--- src/logic/msir_pkg.sv ---
// Constants, types and register map of the magnetic sensor register readout
package msir_pkg;
  // Register offsets
  localparam logic [7:0] MSIR_X_HI = 8'h00;
  localparam logic [7:0] MSIR_X_MID = 8'h01;
  localparam logic [7:0] MSIR_Y_HI = 8'h02;
  localparam logic [7:0] MSIR_Y_MID = 8'h03;
  localparam logic [7:0] MSIR_Z_HI = 8'h04;
  localparam logic [7:0] MSIR_Z_MID = 8'h05;
  localparam logic [7:0] MSIR_X_LO = 8'h06;
  localparam logic [7:0] MSIR_Y_LO = 8'h07;
  localparam logic [7:0] MSIR_Z_LO = 8'h08;
  localparam logic [7:0] MSIR_TEMP = 8'h09;
  localparam logic [7:0] MSIR_STATUS = 8'h18;
  localparam logic [7:0] MSIR_OUT_RATE = 8'h1A;
  localparam logic [7:0] MSIR_CTRL0 = 8'h1B;
  localparam logic [7:0] MSIR_CTRL1 = 8'h1C;
  localparam logic [7:0] MSIR_CTRL2 = 8'h1D;
  localparam logic [7:0] MSIR_THR_X = 8'h1E;
  localparam logic [7:0] MSIR_THR_Y = 8'h1F;
  localparam logic [7:0] MSIR_THR_Z = 8'h20;
  localparam logic [7:0] MSIR_CHK_X = 8'h27;
  localparam logic [7:0] MSIR_CHK_Y = 8'h28;
  localparam logic [7:0] MSIR_CHK_Z = 8'h29;
  localparam logic [7:0] MSIR_PART_ID = 8'h39;
  // Status field positions
  localparam int MSIR_ST_TEMP_BIT = 7;
  localparam int MSIR_ST_MAG_BIT = 6;
  // Values after reset
  localparam logic [7:0] MSIR_REG_RST = 8'h00;
  localparam logic [2:0] MSIR_PIN_RST = 3'h7;
  // Default bus address of the slave
  localparam logic [6:0] MSIR_DEV_ADDR_DEF = 7'h30;
  // Precision mode codes
  localparam logic [1:0] MSIR_MODE16 = 2'h0;
  localparam logic [1:0] MSIR_MODE18 = 2'h1;
  localparam logic [1:0] MSIR_MODE20 = 2'h2;
  // Bits per byte, counted on the clock line
  localparam logic [3:0] MSIR_BYTE_BITS = 4'h8;
  localparam logic [3:0] MSIR_LAST_BIT = 4'h7;

  typedef enum logic [3:0] {
    MSIR_IDLE, MSIR_ADDR, MSIR_ADDR_ACK, MSIR_REG, MSIR_REG_ACK,
    MSIR_WDATA, MSIR_WACK, MSIR_RDATA, MSIR_RACK
  } msir_state_e;

  typedef struct packed {
    logic [19:0] x;
    logic [19:0] y;
    logic [19:0] z;
  } msir_axes_s;

  typedef struct packed {
    logic [7:0] out_rate;
    logic [7:0] ctrl0;
    logic [7:0] ctrl1;
    logic [7:0] ctrl2;
  } msir_cfg_s;

  typedef struct packed {
    logic [7:0] x;
    logic [7:0] y;
    logic [7:0] z;
  } msir_trip_s;
endpackage

--- src/logic/msir_regs.sv ---
// Two-wire slave with the register bank of the magnetic sensor
// What this block does
// - Acts only as slave; answers only transfers addressed to it.
// - Lines are only pulled low or released; pull-ups make the high.
// - Data changes only while the clock line is low.
// - Axis results are plain unsigned binary.
// - Precision 16, 18 or 20 bits keeps bits 19:4, 19:2 or 19:0.
// - Result split: 19:12 high byte, 11:4 middle, 3:0 in upper nibble.
// - High/middle bytes at 00H-05H by axis; low nibbles at 06H-08H.
// - Check values at 27H-29H, check thresholds at 1EH-20H.
// - Magnetic done flag clears only when an axis byte is read.
`timescale 1ns/1ps
module msir_regs
  import msir_pkg::*;
#(
  parameter logic [6:0] DEV_ADDR = msir_pkg::MSIR_DEV_ADDR_DEF,
  // Arbitrary part code
  parameter logic [7:0] PART_CODE = 8'h5A
) (
  // Clock and control
  input wire logic clk,
  input wire logic rst,
  input wire logic ce,
  // Bus pins
  input wire logic scl_in,
  input wire logic sda_in,
  output logic sda_out,
  output logic sda_oe,
  // Measurement side
  input wire msir_pkg::msir_axes_s axes,
  input wire logic [7:0] temp,
  input wire logic [1:0] prec_mode,
  input wire logic mag_done_set,
  input wire logic temp_done_set,
  // Configuration and status
  output msir_pkg::msir_cfg_s cfg,
  output msir_pkg::msir_trip_s thr,
  output msir_pkg::msir_trip_s chk,
  output logic mag_done,
  output logic temp_done
);
  import msir_pkg::*;

  if (DEV_ADDR > 7'h77 || DEV_ADDR < 7'h08) begin : g_chk
    $error("DEV_ADDR lies in a reserved range");
  end

  logic [2:0] scl_s_r, sda_s_r;
  logic scl_f_r, sda_f_r, scl_q_r, sda_q_r;
  logic scl_rise, scl_fall, start_c, stop_c;
  msir_state_e state_r;
  logic [3:0] cnt_r;
  logic [7:0] sh_r, tx_r, ptr_r, rd_val;
  logic rw_r, oe_r, load_en, wr_en;
  logic rd_clr_mag, rd_clr_tmp;
  logic [19:0] xm, ym, zm;

  // Three-stage pin sync; level accepted when stages two and three agree
  always_ff @(posedge clk) begin
    if (rst) begin
      scl_s_r <= MSIR_PIN_RST;
      sda_s_r <= MSIR_PIN_RST;
      scl_f_r <= 1'b1;
      sda_f_r <= 1'b1;
      scl_q_r <= 1'b1;
      sda_q_r <= 1'b1;
    end else if (ce) begin
      scl_s_r <= {scl_s_r[1:0], scl_in};
      sda_s_r <= {sda_s_r[1:0], sda_in};
      if (scl_s_r[1] == scl_s_r[2]) begin
        scl_f_r <= scl_s_r[2];
      end
      if (sda_s_r[1] == sda_s_r[2]) begin
        sda_f_r <= sda_s_r[2];
      end
      scl_q_r <= scl_f_r;
      sda_q_r <= sda_f_r;
    end
  end

  assign scl_rise = scl_f_r & ~scl_q_r;
  assign scl_fall = ~scl_f_r & scl_q_r;
  assign start_c = scl_f_r & scl_q_r & sda_q_r & ~sda_f_r;
  assign stop_c = scl_f_r & scl_q_r & ~sda_q_r & sda_f_r;

  assign load_en = scl_fall && ((state_r == MSIR_ADDR_ACK && rw_r) || state_r == MSIR_RACK);
  assign wr_en = scl_fall && state_r == MSIR_WDATA && cnt_r == MSIR_BYTE_BITS;
  assign rd_clr_mag = load_en && ptr_r <= MSIR_Z_LO;
  assign rd_clr_tmp = load_en && ptr_r == MSIR_TEMP;

  // Precision masking of unsigned results
  function automatic logic [19:0] prec(input logic [19:0] v, input logic [1:0] m);
    logic [19:0] r;
    r = v;
    if (m == MSIR_MODE16) begin
      r[3:0] = 4'h0;
    end else if (m == MSIR_MODE18) begin
      r[1:0] = 2'h0;
    end
    return r;
  endfunction

  assign xm = prec(axes.x, prec_mode);
  assign ym = prec(axes.y, prec_mode);
  assign zm = prec(axes.z, prec_mode);

  // Read mux; write-only and unmapped locations read zero
  always_comb begin
    case (ptr_r)
      MSIR_X_HI: rd_val = xm[19:12];
      MSIR_X_MID: rd_val = xm[11:4];
      MSIR_Y_HI: rd_val = ym[19:12];
      MSIR_Y_MID: rd_val = ym[11:4];
      MSIR_Z_HI: rd_val = zm[19:12];
      MSIR_Z_MID: rd_val = zm[11:4];
      MSIR_X_LO: rd_val = {xm[3:0], 4'h0};
      MSIR_Y_LO: rd_val = {ym[3:0], 4'h0};
      MSIR_Z_LO: rd_val = {zm[3:0], 4'h0};
      MSIR_TEMP: rd_val = temp;
      MSIR_STATUS: begin
        rd_val = 8'h00;
        rd_val[MSIR_ST_TEMP_BIT] = temp_done;
        rd_val[MSIR_ST_MAG_BIT] = mag_done;
      end
      MSIR_THR_X: rd_val = thr.x;
      MSIR_THR_Y: rd_val = thr.y;
      MSIR_THR_Z: rd_val = thr.z;
      MSIR_CHK_X: rd_val = chk.x;
      MSIR_CHK_Y: rd_val = chk.y;
      MSIR_CHK_Z: rd_val = chk.z;
      MSIR_PART_ID: rd_val = PART_CODE;
      default: rd_val = 8'h00;
    endcase
  end

  // Transfer sequencer
  always_ff @(posedge clk) begin
    if (rst) begin
      state_r <= MSIR_IDLE;
      cnt_r <= 4'h0;
      sh_r <= 8'h00;
      tx_r <= 8'h00;
      ptr_r <= 8'h00;
      rw_r <= 1'b0;
      oe_r <= 1'b0;
    end else if (ce) begin
      if (start_c) begin
        state_r <= MSIR_ADDR;
        cnt_r <= 4'h0;
        oe_r <= 1'b0;
      end else if (stop_c) begin
        state_r <= MSIR_IDLE;
        oe_r <= 1'b0;
      end else begin
        if (load_en) begin
          tx_r <= rd_val;
          ptr_r <= ptr_r + 8'h01;
          oe_r <= ~rd_val[7];
          cnt_r <= 4'h0;
        end
        case (state_r)
          MSIR_ADDR, MSIR_REG, MSIR_WDATA: begin
            if (scl_rise && cnt_r != MSIR_BYTE_BITS) begin
              sh_r <= {sh_r[6:0], sda_f_r};
              cnt_r <= cnt_r + 4'h1;
            end else if (scl_fall && cnt_r == MSIR_BYTE_BITS) begin
              cnt_r <= 4'h0;
              if (state_r == MSIR_ADDR) begin
                if (sh_r[7:1] == DEV_ADDR) begin
                  rw_r <= sh_r[0];
                  oe_r <= 1'b1;
                  state_r <= MSIR_ADDR_ACK;
                end else begin
                  state_r <= MSIR_IDLE;
                end
              end else if (state_r == MSIR_REG) begin
                ptr_r <= sh_r;
                oe_r <= 1'b1;
                state_r <= MSIR_REG_ACK;
              end else begin
                ptr_r <= ptr_r + 8'h01;
                oe_r <= 1'b1;
                state_r <= MSIR_WACK;
              end
            end
          end
          MSIR_ADDR_ACK: begin
            if (scl_fall) begin
              if (rw_r) begin
                state_r <= MSIR_RDATA;
              end else begin
                oe_r <= 1'b0;
                state_r <= MSIR_REG;
              end
            end
          end
          MSIR_REG_ACK, MSIR_WACK: begin
            if (scl_fall) begin
              oe_r <= 1'b0;
              state_r <= MSIR_WDATA;
            end
          end
          MSIR_RDATA: begin
            if (scl_fall) begin
              cnt_r <= cnt_r + 4'h1;
              if (cnt_r == MSIR_LAST_BIT) begin
                oe_r <= 1'b0;
                state_r <= MSIR_RACK;
              end else begin
                tx_r <= {tx_r[6:0], 1'b0};
                oe_r <= ~tx_r[6];
              end
            end
          end
          MSIR_RACK: begin
            if (scl_rise && sda_f_r) begin
              state_r <= MSIR_IDLE;
            end else if (scl_fall) begin
              state_r <= MSIR_RDATA;
            end
          end
          default: state_r <= MSIR_IDLE;
        endcase
      end
    end
  end

  assign sda_out = 1'b0;
  assign sda_oe = oe_r;

  // Writable registers
  always_ff @(posedge clk) begin
    if (rst) begin
      cfg <= '0;
      thr <= '0;
      chk <= '0;
    end else if (ce && wr_en) begin
      case (ptr_r)
        MSIR_OUT_RATE: cfg.out_rate <= sh_r;
        MSIR_CTRL0: cfg.ctrl0 <= sh_r;
        MSIR_CTRL1: cfg.ctrl1 <= sh_r;
        MSIR_CTRL2: cfg.ctrl2 <= sh_r;
        MSIR_THR_X: thr.x <= sh_r;
        MSIR_THR_Y: thr.y <= sh_r;
        MSIR_THR_Z: thr.z <= sh_r;
        MSIR_CHK_X: chk.x <= sh_r;
        MSIR_CHK_Y: chk.y <= sh_r;
        MSIR_CHK_Z: chk.z <= sh_r;
        default: cfg <= cfg;
      endcase
    end
  end

  // Done flags; a new result wins over a clearing read
  always_ff @(posedge clk) begin
    if (rst) begin
      mag_done <= 1'b0;
      temp_done <= 1'b0;
    end else if (ce) begin
      mag_done <= mag_done_set | (mag_done & ~rd_clr_mag);
      temp_done <= temp_done_set | (temp_done & ~rd_clr_tmp);
    end
  end
endmodule

--- config.mk ---
export PLATFORM = sky130hd
export DESIGN_NAME = msir_regs
export DESIGN_NICKNAME = d
export VERILOG_FILES = /design/src/logic/msir_pkg.sv /design/src/logic/msir_regs.sv
export SDC_FILE = /design/constraint.sdc
export NUM_CORES = 1
export LEC_CHECK = 0
export ABC_AREA = 0
export BUFFER_PORTS_ARGS = -buffer_cell sky130_fd_sc_hd__buf_2
export CAP_MARGIN = 10
export CORE_MARGIN = 2
export CORE_UTILIZATION = 40
export CTS_CLUSTER_SIZE = 14
export DETAILED_ROUTE_END_ITERATION = 16
export SLEW_MARGIN = 20
export SYNTH_ARGS = -nofsm -noshare
export SYNTH_HDL_FRONTEND = slang
export SYNTH_SLANG_ARGS = --single-unit
--- constraint.sdc ---
create_clock -name clk -period 4.3 [get_ports clk]
set_input_delay 0.86 -clock clk [delete_from_list [all_inputs] [get_ports clk]]
set_output_delay 0.86 -clock clk [all_outputs]
set_load 0.05 [all_outputs]
# Word level (Yosys, flattened, before mapping)
# Cells that the tools add are included.
[word_totals] ff_bits=126 in_bits=77 out_inout_bits=84 wordCells=181
[op_classes] n_addsub=2 order_cmp=1 n_eq_ne=44 muxes=55 n_bitwise=22 n_reduce_logical=32
[op_table] op="$pmux 8 s18" count=1
[op_table] op="$mux 8" count=10
[op_table] op="$mux 4" count=17
[op_table] op="$eq 8x5->1 const B" count=7
[op_table] op="$eq 8x6->1 const B" count=5
[op_table] op="$eq 8x3->1 const B" count=4
[op_table] op="$ne 4x4->1 const B" count=7
[op_table] op="$reduce_and 2->1" count=13
[op_table] op="$mux 2" count=11
[op_table] op="$eq 4x3->1 const B" count=5
[op_table] op="$pmux 4 s5" count=1
[op_table] op="$eq 8x2->1 const B" count=2
[op_table] op="$eq 8x4->1 const B" count=2
[op_table] op="$reduce_and 8->1" count=2
[op_table] op="$mux 1" count=12
[op_table] op="$not 1->1" count=11
[op_table] op="$logic_and 1x1->1" count=10
[op_table] op="$and 1x1->1" count=9
[op_table] op="$add 8x1->8 const B" count=1
[op_table] op="$eq 4x2->1 const B" count=2
[op_table] op="$eq 4x4->1 const B" count=2
[op_table] op="$eq 8x1->1 const B" count=1
[op_table] op="$le 8x4->1 const B" count=1
[op_table] op="$logic_not 8->1" count=1
[op_table] op="other kinds (17)" count=19

# Logic depth before layout (Yosys ltp)
# Gate-level depths: netlist of run 1.
[depth] ltp_word=13 ltp_mapped=10 ltp_nobuf=8

# Least setup slack after synthesis of run 1
# OpenSTA, ideal clock, no wires.
[synth_path] kind="reg-to-reg" start="reg ptr_r[0]" end="reg oe_r, in the netlist sda_oe" setup_ns=0.088 t_arrival_ns=2.174 t_required_ns=4.212 setup_slack_ns=2.038 stages_incl_launch_ff=9 n_path_buf=2 period_less_slack_ns=2.262 cell_sequence="dfxtp_1 ha_1 clkbuf_1 and3b_1 clkbuf_1 a221o_1 o41ai_4 a41oi_1 o32ai_2"
[synth_via] elab_chain_cells=11 elab_cells_between_ends=32 cone_classes="eq/ne (17); mux (13); bitwise (1); reduce/logical (1)"
[synth_rtl] element="from (decl)" line_no="msir_regs.sv:53" source="logic [7:0] sh_r, tx_r, ptr_r, rd_val;"
[synth_rtl] element="from (signal assigned)" line_no="msir_regs.sv:157" source="ptr_r <= ptr_r + 8'h01;"
[synth_rtl] element="from (signal assigned)" line_no="msir_regs.sv:177" source="ptr_r <= sh_r;"
[synth_rtl] element="from (signal assigned)" line_no="msir_regs.sv:181" source="ptr_r <= ptr_r + 8'h01;"
[synth_rtl] element="$eq 8x6->1, or another cell as far along" line_no="msir_regs.sv:109" source="case (ptr_r)"
[synth_rtl] element="$pmux 8 s18 (*)" line_no="msir_regs.sv:109"
[synth_rtl] element="$not 1->1 (*)" line_no="msir_regs.sv:158" source="oe_r <= ~rd_val[7];"
[synth_rtl] element="$mux 1 (*)" line_no="msir_regs.sv:155" source="if (load_en) begin"
[synth_rtl] element="$mux 1" line_no="msir_regs.sv:169" source="if (sh_r[7:1] == DEV_ADDR) begin"
[synth_rtl] element="$mux 1" line_no="msir_regs.sv:168" source="if (state_r == MSIR_ADDR) begin"
[synth_rtl] element="$mux 1" line_no="msir_regs.sv:166" source="end else if (scl_fall && cnt_r == MSIR_BYTE_BITS) begin"
[synth_rtl] element="$mux 1" line_no="msir_regs.sv:163" source="if (scl_rise && cnt_r != MSIR_BYTE_BITS) begin"
[synth_rtl] element="$pmux 1 s4 (*)" line_no="msir_regs.sv:161" source="case (state_r)"
[synth_rtl] element="$mux 1 (*)" line_no="msir_regs.sv:151" source="end else if (stop_c) begin"
[synth_rtl] element="$mux 1 (*)" line_no="msir_regs.sv:147" source="if (start_c) begin"
[synth_rtl] element="to (signal assigned)" line_no="msir_regs.sv:158"
[synth_rtl] element="to (signal assigned)" line_no="msir_regs.sv:211" source="oe_r <= ~tx_r[6];"
[synth_rtl] element="to (decl)" line_no="msir_regs.sv:54" source="logic rw_r, oe_r, load_en, wr_en;"
# Every way passes the cells marked *; elsewhere a longest branch is shown, timed or not.
# A chain may end at the register's enable or synchronous reset.

# Worst setup path in the final report of run 1
[layout_path] start="reg ptr_r[0]" end="reg tx_r[4]"
[layout_via] elab_chain_cells=6 elab_cells_between_ends=23 cone_classes="eq/ne (17); mux (5); reduce/logical (1)"
[layout_rtl] element="$eq 8x6->1, or another cell as far along" line_no="msir_regs.sv:109"
[layout_rtl] element="$pmux 8 s18 (*)" line_no="msir_regs.sv:109"
[layout_rtl] element="$mux 8 (*)" line_no="msir_regs.sv:155"
[layout_rtl] element="$mux 8" line_no="msir_regs.sv:206" source="if (cnt_r == MSIR_LAST_BIT) begin"
[layout_rtl] element="$mux 8" line_no="msir_regs.sv:204" source="if (scl_fall) begin"
[layout_rtl] element="$mux 8 (*)" line_no="msir_regs.sv:161"
[layout_rtl] element="to (signal assigned)" line_no="msir_regs.sv:156" source="tx_r <= rd_val;"
[layout_rtl] element="to (signal assigned)" line_no="msir_regs.sv:210" source="tx_r <= {tx_r[6:0], 1'b0};"
[layout_rtl] element="to (decl)" line_no="msir_regs.sv:53"
# Marked as above.

==> results_tabular.tex, run 1 <==
\begin{tabular}{lr}
\hline
Metric & Value \\
\hline
\multicolumn{2}{l}{\textbf{Setup path}} \\
\quad Category of the worst setup path launch point & register \\
\quad Bufs and invs on worst path & 1 \\
\quad Worst path top cell family by delay & simple AND/OR/NAND/NOR gates \\
\quad Critical path class & reg -> reg \\
\quad Sequence of cells on the critical path & inv\_1 -> ha\_1 -> nor2b\_1 -> nand2\_1 -> nor2\_1 -> a22oi\_1 -> a41o\_1 -> a211oi\_1 \\
\quad Arrival @ worst endpoint & 3.54 ns \\
\quad Top fanout value on the critical path & 18 \\
\quad Sort of element at the end of the critical path & register \\
\quad Worst path slowest cell & sky130\_fd\_sc\_hd\_\_ha\_1 \\
\quad Crit path largest cell delay & 0.69 ns \\
\quad Required time of the critical path & 4.65 ns \\
\multicolumn{2}{l}{\textbf{Clock network}} \\
\quad Post-CTS setup repair buffer count & 0 \\
\quad Number of sinks on the clock net & 125 \\
\quad Inserted Clock Buffers & 17 \\
\quad Cell chosen for the clock root & sky130\_fd\_sc\_hd\_\_clkbuf\_16 \\
\quad Maximum level of the CTS H-tree & 4 \\
\quad Quantity of gates resized following cts & 0 \\
\quad TritonCTS clock tree & built \\
\quad Total of hold buffers inserted after clock tree synthesis & 0 \\
\quad Clock slew at the register clock pins of the worst setup and hold paths & 0.06 ns \\
\quad Clock latency on the worst-skew pair & 0.43 ns \\
\quad Clock Path Buffers & 2 \\
\multicolumn{2}{l}{\textbf{Timing}} \\
\quad Post-route minimum period & 3.19 ns \\
\quad Final TNS setup & 0 ns \\
\quad Post-layout worst setup margin & 1.11 ns \\
\quad Fmax & 0.313 GHz \\
\quad Final worst hold slack & 0.453 ns \\
\quad Slew at the pin closest to its max-slew limit & 0.859 ns \\
\quad Unrepaired setup endpoints after global routing & no \\
\quad Clock Skews & 0.0111 ns \\
\quad Final clock period utilization by the worst path & 74.2\% \\
\quad Final count of pins violating max slew & 0 \\
\quad Worst slew margin relative to its limit & 42.6\% \\
\quad Setup-failing EPs final & 0 \\
\quad Fin. Hold Viols & 0 \\
\multicolumn{2}{l}{\textbf{Floorplanning}} \\
\quad Width of the chip & 133 microns \\
\quad Starting Density & 40.7\% \\
\quad DIE AREA & 17,800 sq um \\
\quad Chip Height & 133 microns \\
\quad Number of rows in the core area & 47 \\
\quad Area of the placeable core & 16,500 sq um \\
\quad I/O pin cnt & 161 \\
\multicolumn{2}{l}{\textbf{Logic synthesis}} \\
\quad Cell types with the largest area share after synthesis & sky130\_fd\_sc\_hd\_\_dfxtp\_1, sky130\_fd\_sc\_hd\_\_mux2i\_1, sky130\_fd\_sc\_hd\_\_nor2\_1 \\
\quad Net count of the mapped netlist & 894 \\
\quad Post-synth ARST share & 0\% \\
\quad Cell Area, Synth & 6700 sq um \\
\quad Syn Area/Cell & 8.27 sq um \\
\quad Primary FF master, synth & sky130\_fd\_sc\_hd\_\_dfxtp\_1 \\
\quad Post-synth top area cell & sky130\_fd\_sc\_hd\_\_dfxtp\_1 \\
\quad Yosys Warn Count & 0 \\
\quad Sequential element share of the synthesized area & 37.4\% \\
\quad Share of the synthesized area in the top cell type & 37.4\% \\
\quad Number of cells produced by synthesis & 810 \\
\quad Yosys reg bits & 125 \\
\quad Count of flip-flops with a built-in enable after synthesis & 0 \\
\quad Yosys cell types & 76 \\
\multicolumn{2}{l}{\textbf{Place}} \\
\quad Placed cell count & 1,130 \\
\quad Post-detail-place hpwl & 16,700 microns \\
\quad Count of input and output buffers & 159 \\
\quad Weighted congestion at the end of routability-driven global placement & 0.935 \\
\quad Dpl ws & 1.23 ns \\
\multicolumn{2}{l}{\textbf{Final layout}} \\
\quad Number of diodes & 0 \\
\quad Reg area & 2500 sq um \\
\quad Fraction of layout cells with a size suffix above 1 & 23.9\% \\
\quad Post-layout instance count excluding filler cells & 1,162 \\
\quad Final Net Count & 1,013 \\
\quad Fillcell total & 1,655 \\
\quad Footprint of the multi-input gates & 3850 sq um \\
\quad Growth of design area from synthesis to finish & 22.0\% \\
\multicolumn{2}{l}{\textbf{Pwr}} \\
\quad Total power of the final layout & 0.00278 W \\
\quad Power density cells & 340 nW/um\^{}2 \\
\quad Worst vdd rail ir drop & 0.268 mV \\
\quad Leakage dissipation & 3.68 nW \\
\multicolumn{2}{l}{\textbf{Flow run}} \\
\quad Number of max-cap violations & 0 \\
\multicolumn{2}{l}{\textbf{Drt}} \\
\quad Number of antenna-violating nets in the routed design & 0 \\
\quad Number of DRC violations after detailed routing & 0 \\
\quad Total via count after detailed routing & 6,841 \\
\quad Drt total wl & 24,000 microns \\
\quad Drt first pass iters & 7 \\
\quad Post-DR wirelength/cell & 20.6 microns \\
\quad Vias/cell & 5.89 \\
\quad Starting DRT DRC Count & 722 \\
\multicolumn{2}{l}{\textbf{GRT}} \\
\quad Aggregate global routing overflow & 0 \\
\quad Number of antenna violations at the first check in global routing & 0 \\
\quad Wire length of the first global-routing pass & 36,800 microns \\
\quad Total track usage & 26.8\% \\
\quad Via count of the first global-routing pass & 6,331 \\
\quad Largest net degree at the start of global routing & 79 \\
\multicolumn{2}{l}{\textbf{Run status}} \\
\quad Status & finished clean \\
\multicolumn{2}{l}{\textbf{Hold path}} \\
\quad Worst min-delay path class & reg -> reg \\
\hline
\end{tabular}
registers in the layout (all words and copies together) (netlist names), 3 cells and up:
register	count
sda_s_r	3
sh_r	8
scl_s_r	3
ptr_r	8
state_r	4
cnt_r	4
chk	24
thr	24
cfg	32
tx_r	7
final timing paths:
kind,slack (ns),depth (start not counted),startpoint,end
max,1.11,8,ptr_r[0]$_SDFFE_PP0P_,tx_r[4]$_SDFFE_PP0P_
min reg2reg,0.45,2,sda_s_r[2]$_SDFFE_PP1P_,sda_s_r[2]$_SDFFE_PP1P_
max reg2reg,1.11,8,ptr_r[0]$_SDFFE_PP0P_,tx_r[4]$_SDFFE_PP0P_
min,0.45,2,sda_s_r[2]$_SDFFE_PP1P_,sda_s_r[2]$_SDFFE_PP1P_
final cells by class:
| type | count | share of cell area (%) |
|---|---|---|
| Clock buffer | 17 | 5.21 |
| Clock inverter | 15 | 2.01 |
| Inverter | 16 | 0.735 |
| Multi-Input combinational cell | 598 | 47.2 |
| Sequential cell | 125 | 30.6 |
| Tap cell | 220 | 3.37 |
| Timing Repair Buffer | 171 | 10.9 |
cells by family (layout without fill, tap and decap cells):
| family | Yosys count | after routing | share of synthesized area (%) |
|---|---|---|---|
| adder cells (fa/ha/maj) | 7 | 7 | 1.31 |
| AND/OR/NAND/NOR | 301 | 301 | 22.6 |
| multiplexers | 73 | 73 | 11.0 |
| buffers and inverters | 87 | 219 | 5.25 |
| flip-flops | 125 | 125 | 37.4 |
| AO/OA/AOI/OAI | 210 | 210 | 21.7 |
| other | 1 | 1 | 0.0560 |
| XOR/XNOR | 6 | 6 | 0.785 |
tightest hold or removal path, cell delays in order, from the launching register on:
cell and delay (ns):
sky130_fd_sc_hd__dfxtp_1 0.31, sky130_fd_sc_hd__inv_1 0.04, sky130_fd_sc_hd__o21ai_0 0.06
layer usage:
metal	vias to the layer above	track usage [%]	wire, microns
li1	3209	-	-
met1	3285	36.2	10600
met2	300	41.6	10900
met3	47	7.19	1840
met4	0	8.98	679
met5	-	0	0
report_power, final:
group          total [W]  internal [W]  switching (W)
Combinational   0.000149     0.0000574      0.0000920
Clock            0.00145      0.000826       0.000626
Sequential       0.00118       0.00117      0.0000104
Total            0.00278       0.00205       0.000728
layout by cell type (no fill, tap or decap), drive strengths merged, types with 5 or more instances in the layout:
cell type / n
buf: 171
nand2b: 7
mux2i: 69
nand3b: 7
clkbuf: 17
o22ai: 12
and3: 11
a211o: 6
a21oi: 56
a221oi: 10
ha: 7
nand2: 55
nor2b: 11
a222oi: 5
a211oi: 12
a22o: 9
dfxtp: 125
nand4: 8
nand3: 57
o31ai: 6
nor3: 15
o21ai: 31
a22oi: 24
and3b: 5
inv: 26
nor2: 101
Yosys cell counts, drive strengths merged (3+ instances only):
cell	n
a211o	6
a211oi	12
a21oi	56
a221oi	10
a222oi	5
a22o	9
a22oi	24
a31oi	4
and2	3
and3	11
and3b	5
buf	18
clkbuf	53
dfxtp	125
ha	7
inv	15
mux2	4
mux2i	69
nand2	55
nand2b	7
nand3	57
nand3b	7
nand4	8
nor2	101
nor2b	11
nor3	15
nor4b	4
o21ai	31
o21bai	3
o22ai	12
o31ai	6
or2	3
or3	4
or4	3
xnor2	4
stage by stage:
stage / instance area [sq um] / utilization, %
final: 8170 / 49.6
after detailed placement: 7580 / 46.0
after global routing: 8170 / 49.6
after global placement: 7580 / 46.0
after floorplan: 6700 / -
after CTS: 8170 / 49.6
(Power assumes the default switching activity.)
==> inputs of run 2 (changes only) <==
- ABC_AREA: 0 -> 1
- PLACE_DENSITY: unset -> 0.65
- clock period: 4.3 -> 2.6 ns (I/O delays scaled with it)
==> results_tabular.tex, run 2 <==
\begin{tabular}{lr}
\hline
Metric & Value \\
\hline
\multicolumn{2}{l}{\textbf{Logic synthesis}} \\
\quad Net count of the mapped netlist & 1,063 \\
\quad Sequential element share of the synthesized area & 38.2\% \\
\quad Share of the synthesized area in the top cell type & 38.2\% \\
\quad Yosys reg bits & 125 \\
\quad Yosys Warn Count & 0 \\
\quad Cell types with the largest area share after synthesis & sky130\_fd\_sc\_hd\_\_dfxtp\_1, sky130\_fd\_sc\_hd\_\_nand2\_1, sky130\_fd\_sc\_hd\_\_a21oi\_1 \\
\quad Primary FF master, synth & sky130\_fd\_sc\_hd\_\_dfxtp\_1 \\
\quad Cell Area, Synth & 6550 sq um \\
\quad Count of flip-flops with a built-in enable after synthesis & 0 \\
\quad Number of cells produced by synthesis & 979 \\
\quad Post-synth top area cell & sky130\_fd\_sc\_hd\_\_dfxtp\_1 \\
\quad Post-synth ARST share & 0\% \\
\quad Most instantiated cells after synthesis & sky130\_fd\_sc\_hd\_\_nand2\_1, sky130\_fd\_sc\_hd\_\_a21oi\_1, sky130\_fd\_sc\_hd\_\_dfxtp\_1, sky130\_fd\_sc\_hd\_\_o21ai\_0, sky130\_fd\_sc\_hd\_\_nor2\_1 \\
\quad Syn Area/Cell & 6.69 sq um \\
\quad Yosys cell types & 41 \\
\quad Most repeated cell in the gate-level netlist after synthesis & sky130\_fd\_sc\_hd\_\_nand2\_1 \\
\multicolumn{2}{l}{\textbf{Timing}} \\
\quad Post-route minimum period & 2.35 ns \\
\quad Clock Skews & 0.00916 ns \\
\quad Fin. Hold Viols & 0 \\
\quad Final count of pins violating max slew & 0 \\
\quad Unrepaired setup endpoints after global routing & no \\
\quad Slew at the pin closest to its max-slew limit & 0.689 ns \\
\quad Setup-failing EPs final & 0 \\
\quad Worst slew margin relative to its limit & 53.9\% \\
\quad Fmax & 0.425 GHz \\
\quad Final TNS setup & 0 ns \\
\quad Final worst hold slack & 0.307 ns \\
\quad Final clock period utilization by the worst path & 90.5\% \\
\multicolumn{2}{l}{\textbf{GRT}} \\
\quad Number of antenna violations at the first check in global routing & 0 \\
\quad Aggregate global routing overflow & 0 \\
\quad Wire length of the first global-routing pass & 34,700 microns \\
\quad Via count of the first global-routing pass & 6,420 \\
\quad Total track usage & 24.8\% \\
\quad Largest net degree at the start of global routing & 83 \\
\multicolumn{2}{l}{\textbf{Drt}} \\
\quad Number of antenna-violating nets in the routed design & 0 \\
\quad Number of DRC violations after detailed routing & 0 \\
\quad Drt total wl & 21,900 microns \\
\quad Vias/cell & 5.27 \\
\quad Post-DR wirelength/cell & 16.1 microns \\
\quad Total via count after detailed routing & 7,178 \\
\quad Drt first pass iters & 6 \\
\quad Starting DRT DRC Count & 520 \\
\multicolumn{2}{l}{\textbf{Floorplanning}} \\
\quad I/O pin cnt & 161 \\
\quad Starting Density & 41.1\% \\
\quad Chip Height & 132 microns \\
\quad Width of the chip & 132 microns \\
\quad DIE AREA & 17,400 sq um \\
\quad Area of the placeable core & 15,900 sq um \\
\quad Number of rows in the core area & 46 \\
\multicolumn{2}{l}{\textbf{Final layout}} \\
\quad Regs by FF count & cfg: 32 flops, chk: 24 flops, thr: 24 flops \\
\quad Register containing the most flip-flops in the final layout & cfg \\
\quad Final Net Count & 1,218 \\
\quad Post-route cell area & 8160 sq um \\
\quad Leading cell types in the layout, fill and taps excluded & sky130\_fd\_sc\_hd\_\_nand2\_1, sky130\_fd\_sc\_hd\_\_buf\_2, sky130\_fd\_sc\_hd\_\_a21oi\_1 \\
\quad Growth of design area from synthesis to finish & 24.5\% \\
\quad Fraction of layout cells with a size suffix above 1 & 21.1\% \\
\quad Post-layout instance count excluding filler cells & 1,363 \\
\quad Number of diodes & 0 \\
\quad Post-layout util & 51.2\% \\
\quad Flip-flop count of the largest register, all copies and words added & 32 \\
\quad Fillcell total & 1,647 \\
\quad Most common cell after layout, fill and taps aside & sky130\_fd\_sc\_hd\_\_nand2\_1 \\
\multicolumn{2}{l}{\textbf{Setup path}} \\
\quad Required time of the critical path & 2.96 ns \\
\quad Top fanout value on the critical path & 8 \\
\quad Critical path class & reg -> reg \\
\quad Arrival @ worst endpoint & 2.71 ns \\
\quad Cell occurring most often along the worst timing path & sky130\_fd\_sc\_hd\_\_nand2\_1 \\
\quad Worst path top cell family by delay & simple AND/OR/NAND/NOR gates \\
\quad Category of the worst setup path launch point & register \\
\quad Crit path largest cell delay & 0.59 ns \\
\quad Bufs and invs on worst path & 1 \\
\quad Sequence of cells on the critical path & inv\_1 -> ha\_1 -> nand3\_1 -> nor2\_1 -> nand2\_1 -> nand2\_1 -> nor2\_1 -> nand2\_1 -> nor2\_1 -> nand2\_1 -> nand2\_1 -> nand2\_1 -> nand2\_1 -> a21oi\_1 \\
\quad Worst path slowest cell & sky130\_fd\_sc\_hd\_\_nor2\_1 \\
\quad Sort of element at the end of the critical path & register \\
\multicolumn{2}{l}{\textbf{Clock network}} \\
\quad Cell chosen for the clock root & sky130\_fd\_sc\_hd\_\_clkbuf\_16 \\
\quad Number of sinks on the clock net & 125 \\
\quad Clock latency on the worst-skew pair & 0.43 ns \\
\quad Inserted Clock Buffers & 17 \\
\quad Maximum level of the CTS H-tree & 4 \\
\quad TritonCTS clock tree & built \\
\quad Post-CTS setup repair buffer count & 0 \\
\quad Clock slew at the register clock pins of the worst setup and hold paths & 0.06 ns \\
\quad Clock Path Buffers & 2 \\
\multicolumn{2}{l}{\textbf{Place}} \\
\quad Weighted congestion at the end of routability-driven global placement & 0.936 \\
\quad Post-detail-place hpwl & 15,800 microns \\
\quad Count of input and output buffers & 159 \\
\quad Placed cell count & 1,331 \\
\quad Total cell area at the placement stage & 7590 sq um \\
\multicolumn{2}{l}{\textbf{Hold path}} \\
\quad Worst min-delay path class & in -> reg \\
\multicolumn{2}{l}{\textbf{Run status}} \\
\quad Status & finished clean \\
\multicolumn{2}{l}{\textbf{Pwr}} \\
\quad Power density cells & 594 nW/um\^{}2 \\
\quad Leakage dissipation & 3.87 nW \\
\quad Worst vdd rail ir drop & 0.406 mV \\
\multicolumn{2}{l}{\textbf{Flow run}} \\
\quad Number of max-cap violations & 0 \\
\hline
\end{tabular}
==> run 2: stage by stage <==
step	power [W]	setup WS, ns
6_report	0.00484	0.248
2_1_floorplan	0.00239	0.670
4_1_cts	0.00487	0.281
3_3_place_gp	0.00258	0.296
5_1_grt	0.00503	0.0320
3_5_place_dp	0.00258	0.298
==> run 2: routing by layer <==
metal  vias to the layer above  track usage (%)  part of all wire (%)
met5                         -                0                     0
met2                       317             38.4                    45
met1                      3249             35.3                    46
met4                         0             5.80                  0.99
li1                       3588                -                     -
met3                        24             5.57                   8.7
==> run 2: report_power, final <==
group	internal, W	leakage (nW)	switching [W]
registers	0.00195	1.01	0.0000385
logic	0.000196	2.58	0.000366
clock network	0.00133	0.275	0.000961
==> run 2: kinds of logic (layout without fill, tap and decap cells) <==
logic type | count (synthesis) | in the layout | synth area share, %
other | 1 | 1 | 0.0572
xor gates and xnor gates | 6 | 6 | 0.802
and+or+nand+nor | 443 | 443 | 29.7
buffers and inverters | 123 | 291 | 7.70
AOI/OAI and AO/OA | 274 | 274 | 22.2
adders and majority gates | 7 | 7 | 1.34
DFF | 125 | 125 | 38.2
==> run 2: layout make-up <==
cell class              instances  area [sq um]  area share [%]
multi-input cells             731          3550            43.5
clock buffers                  18           429            5.26
well taps                     216           270            3.31
inverters                      78           295            3.62
flip-flops and latches        125          2500            30.7
clock inverters                14           135            1.66
repair buffers                181           973            11.9
==> run 2: worst paths after layout <==
check	startpoint	endpoint	slack, ns	cells past startpoint
max	ptr_r[0]$_SDFFE_PP0P_	tx_r[4]$_SDFFE_PP0P_	0.25	14
min	sda_in	sda_s_r[0]$_SDFFE_PP1P_	0.31	3
max reg2reg	ptr_r[0]$_SDFFE_PP0P_	tx_r[4]$_SDFFE_PP0P_	0.25	14
min reg2reg	sda_s_r[1]$_SDFFE_PP1P_	sda_s_r[1]$_SDFFE_PP1P_	0.46	2
==> run 2: worst reg2reg max path, cell delays in order (launching register included) <==
cell	delay, ns
sky130_fd_sc_hd__dfxtp_1	0.37
sky130_fd_sc_hd__inv_1	0.15
sky130_fd_sc_hd__ha_1	0.24
sky130_fd_sc_hd__nand3_1	0.18
sky130_fd_sc_hd__nor2_1	0.59
sky130_fd_sc_hd__nand2_1	0.11
sky130_fd_sc_hd__nand2_1	0.11
sky130_fd_sc_hd__nor2_1	0.04
sky130_fd_sc_hd__nand2_1	0.08
sky130_fd_sc_hd__nor2_1	0.05
sky130_fd_sc_hd__nand2_1	0.05
sky130_fd_sc_hd__nand2_1	0.07
sky130_fd_sc_hd__nand2_1	0.07
sky130_fd_sc_hd__nand2_1	0.04
sky130_fd_sc_hd__a21oi_1	0.11
==> run 2: timing repair <==
| action | in CTS | in global routing |
|---|---|---|
| setup endpoints to repair | 0 | 1 |
| gates resized for setup | 0 | 1 |
| hold buffers | 0 | 0 |
==> inputs of run 3 (changes only) <==
- MAX_ROUTING_LAYER: unset -> met4
==> results_tabular.tex, run 3 (same netlist as run 2, synthesis figures left out) <==
\begin{tabular}{lr}
\hline
Metric & Value \\
\hline
\multicolumn{2}{l}{\textbf{Clock network}} \\
\quad Cell chosen for the clock root & sky130\_fd\_sc\_hd\_\_clkbuf\_16 \\
\quad Clock Path Buffers & 2 \\
\quad Clock slew at the register clock pins of the worst setup and hold paths & 0.06 ns \\
\quad Quantity of gates resized following cts & 0 \\
\quad Maximum level of the CTS H-tree & 4 \\
\quad Clock latency on the worst-skew pair & 0.43 ns \\
\quad Post-CTS setup repair buffer count & 0 \\
\quad Number of sinks on the clock net & 125 \\
\quad Inserted Clock Buffers & 17 \\
\quad TritonCTS clock tree & built \\
\quad Total of hold buffers inserted after clock tree synthesis & 0 \\
\multicolumn{2}{l}{\textbf{Drt}} \\
\quad Drt total wl & 21,900 microns \\
\quad Number of DRC violations after detailed routing & 0 \\
\quad Vias/cell & 5.22 \\
\quad Number of antenna-violating nets in the routed design & 0 \\
\quad Drt first pass iters & 6 \\
\quad Total via count after detailed routing & 7,111 \\
\quad Post-DR wirelength/cell & 16.1 microns \\
\quad Starting DRT DRC Count & 515 \\
\multicolumn{2}{l}{\textbf{GRT}} \\
\quad Aggregate global routing overflow & 0 \\
\quad Wire length of the first global-routing pass & 34,500 microns \\
\quad Via count of the first global-routing pass & 6,458 \\
\quad Largest net degree at the start of global routing & 85 \\
\quad Total track usage & 25.5\% \\
\quad Number of antenna violations at the first check in global routing & 0 \\
\multicolumn{2}{l}{\textbf{Setup path}} \\
\quad Worst path slowest cell & sky130\_fd\_sc\_hd\_\_nor2\_1 \\
\quad Sequence of cells on the critical path & inv\_1 -> ha\_1 -> nand3\_1 -> nor2\_1 -> nand2\_1 -> nand2\_1 -> nor2\_1 -> nand2\_1 -> nor2\_1 -> nand2\_1 -> nand2\_1 -> nand2\_1 -> nand2\_1 -> a21oi\_1 \\
\quad Required time of the critical path & 2.95 ns \\
\quad Arrival @ worst endpoint & 2.73 ns \\
\quad Category of the worst setup path launch point & register \\
\quad Bufs and invs on worst path & 1 \\
\quad Sort of element at the end of the critical path & register \\
\quad Top fanout value on the critical path & 8 \\
\quad Cell occurring most often along the worst timing path & sky130\_fd\_sc\_hd\_\_nand2\_1 \\
\quad Worst path top cell family by delay & simple AND/OR/NAND/NOR gates \\
\quad Critical path class & reg -> reg \\
\quad Crit path largest cell delay & 0.58 ns \\
\multicolumn{2}{l}{\textbf{Pwr}} \\
\quad Switching component of the power & 0.00139 W \\
\quad Combinational group share of total power & 11.0\% \\
\quad Power share of the clock group & 49.2\% \\
\quad Design internal power & 0.00362 W \\
\quad Worst vdd rail ir drop & 0.501 mV \\
\quad Power density cells & 611 nW/um\^{}2 \\
\quad Leakage dissipation & 3.88 nW \\
\quad Reg power frac & 39.8\% \\
\quad Switching Share & 27.7\% \\
\multicolumn{2}{l}{\textbf{Final layout}} \\
\quad Register containing the most flip-flops in the final layout & cfg \\
\quad Most common cell after layout, fill and taps aside & sky130\_fd\_sc\_hd\_\_nand2\_1 \\
\quad Number of diodes & 0 \\
\quad Leading cell types in the layout, fill and taps excluded & sky130\_fd\_sc\_hd\_\_nand2\_1, sky130\_fd\_sc\_hd\_\_buf\_2, sky130\_fd\_sc\_hd\_\_a21oi\_1 \\
\quad Final Net Count & 1,217 \\
\quad Flip-flop count of the largest register, all copies and words added & 32 \\
\quad Footprint of the multi-input gates & 3550 sq um \\
\quad Reg area & 2500 sq um \\
\quad Regs by FF count & cfg: 32 flops, chk: 24 flops, thr: 24 flops \\
\quad Fraction of layout cells with a size suffix above 1 & 21.1\% \\
\quad Growth of design area from synthesis to finish & 25.0\% \\
\quad Post-layout util & 51.4\% \\
\quad Fillcell total & 1,624 \\
\multicolumn{2}{l}{\textbf{Place}} \\
\quad Post-detail-place hpwl & 15,900 microns \\
\quad Weighted congestion at the end of routability-driven global placement & 0.940 \\
\quad Count of input and output buffers & 159 \\
\quad Dpl ws & 0.290 ns \\
\multicolumn{2}{l}{\textbf{Floorplanning}} \\
\quad Chip Height & 132 microns \\
\quad I/O pin cnt & 161 \\
\quad Area of the placeable core & 15,900 sq um \\
\quad Starting Density & 41.1\% \\
\quad Number of rows in the core area & 46 \\
\quad DIE AREA & 17,400 sq um \\
\quad Width of the chip & 132 microns \\
\multicolumn{2}{l}{\textbf{Timing}} \\
\quad Post-layout worst setup margin & 0.226 ns \\
\quad Slew at the pin closest to its max-slew limit & 0.673 ns \\
\quad Clock Skews & 0.00861 ns \\
\quad Setup-failing EPs final & 0 \\
\quad Final TNS setup & 0 ns \\
\quad Fin. Hold Viols & 0 \\
\quad Final count of pins violating max slew & 0 \\
\quad Worst slew margin relative to its limit & 55.0\% \\
\quad Fmax & 0.421 GHz \\
\quad Final clock period utilization by the worst path & 91.3\% \\
\quad Unrepaired setup endpoints after global routing & no \\
\quad Post-route minimum period & 2.37 ns \\
\multicolumn{2}{l}{\textbf{Run status}} \\
\quad Status & finished clean \\
\multicolumn{2}{l}{\textbf{Hold path}} \\
\quad Worst min-delay path class & in -> reg \\
\multicolumn{2}{l}{\textbf{Flow run}} \\
\quad Number of max-cap violations & 0 \\
\hline
\end{tabular}
[run 3: area by class of cell]
| class | count | area share [%] |
|---|---|---|
| multi-input cells | 731 | 43.3 |
| flip-flops and latches | 125 | 30.5 |
| clock inverters | 14 | 2.11 |
| clock buffers | 18 | 5.36 |
| repair buffers | 180 | 11.8 |
| inverters | 78 | 3.60 |
| well taps | 216 | 3.30 |
[run 3: power groups by stage]
stage | Sequential, W | Combinational (W) | Clock, W
finish | 0.00199 | 0.000550 | 0.00246
global placement | 0.00203 | 0.000544 | 0
detailed placement | 0.00203 | 0.000544 | 0
CTS | 0.00199 | 0.000547 | 0.00249
floorplan | 0.00203 | 0.000362 | 0
global route | 0.00200 | 0.000616 | 0.00257
[run 3: worst paths after layout]
kind	start	end	slack, ns	depth (start not counted)
worst max-delay path	ptr_r[0]$_SDFFE_PP0P_	tx_r[6]$_SDFFE_PP0P_	0.23	14
worst min-delay path	sda_in	sda_s_r[0]$_SDFFE_PP1P_	0.31	3
worst max register to register	ptr_r[0]$_SDFFE_PP0P_	tx_r[6]$_SDFFE_PP0P_	0.23	14
worst min register to register	sda_s_r[0]$_SDFFE_PP1P_	sda_s_r[0]$_SDFFE_PP1P_	0.46	2
[run 3: through the flow]
stage	power (W)	hold WS, ns	instances	area (sq um)
after floorplan	0.00239	0.429	979	6550
after global placement	0.00258	0.438	1330	7580
after detailed placement	0.00258	0.444	1330	7580
after CTS	0.00503	0.310	1362	8190
after global routing	0.00518	0.329	1362	8190
final	0.00500	0.314	1362	8190
[run 3: per-layer routing]
metal  GRT usage, %  up-vias  wire (microns)  part of all wire [%]
met2           38.0      284            9640                    44
li1               -     3593               -                     -
met5              -        -               0                     0
met4           6.82        0             300                   1.4
met3           5.77       19            1710                   7.8
met1           34.8     3215           10200                    47
[run 3: tightest hold or removal path, delay by kind of cell]
kind | cells | cell delay, ns
and+or+nand+nor | 2 | 0.10
buffers and inverters | 1 | 0.08
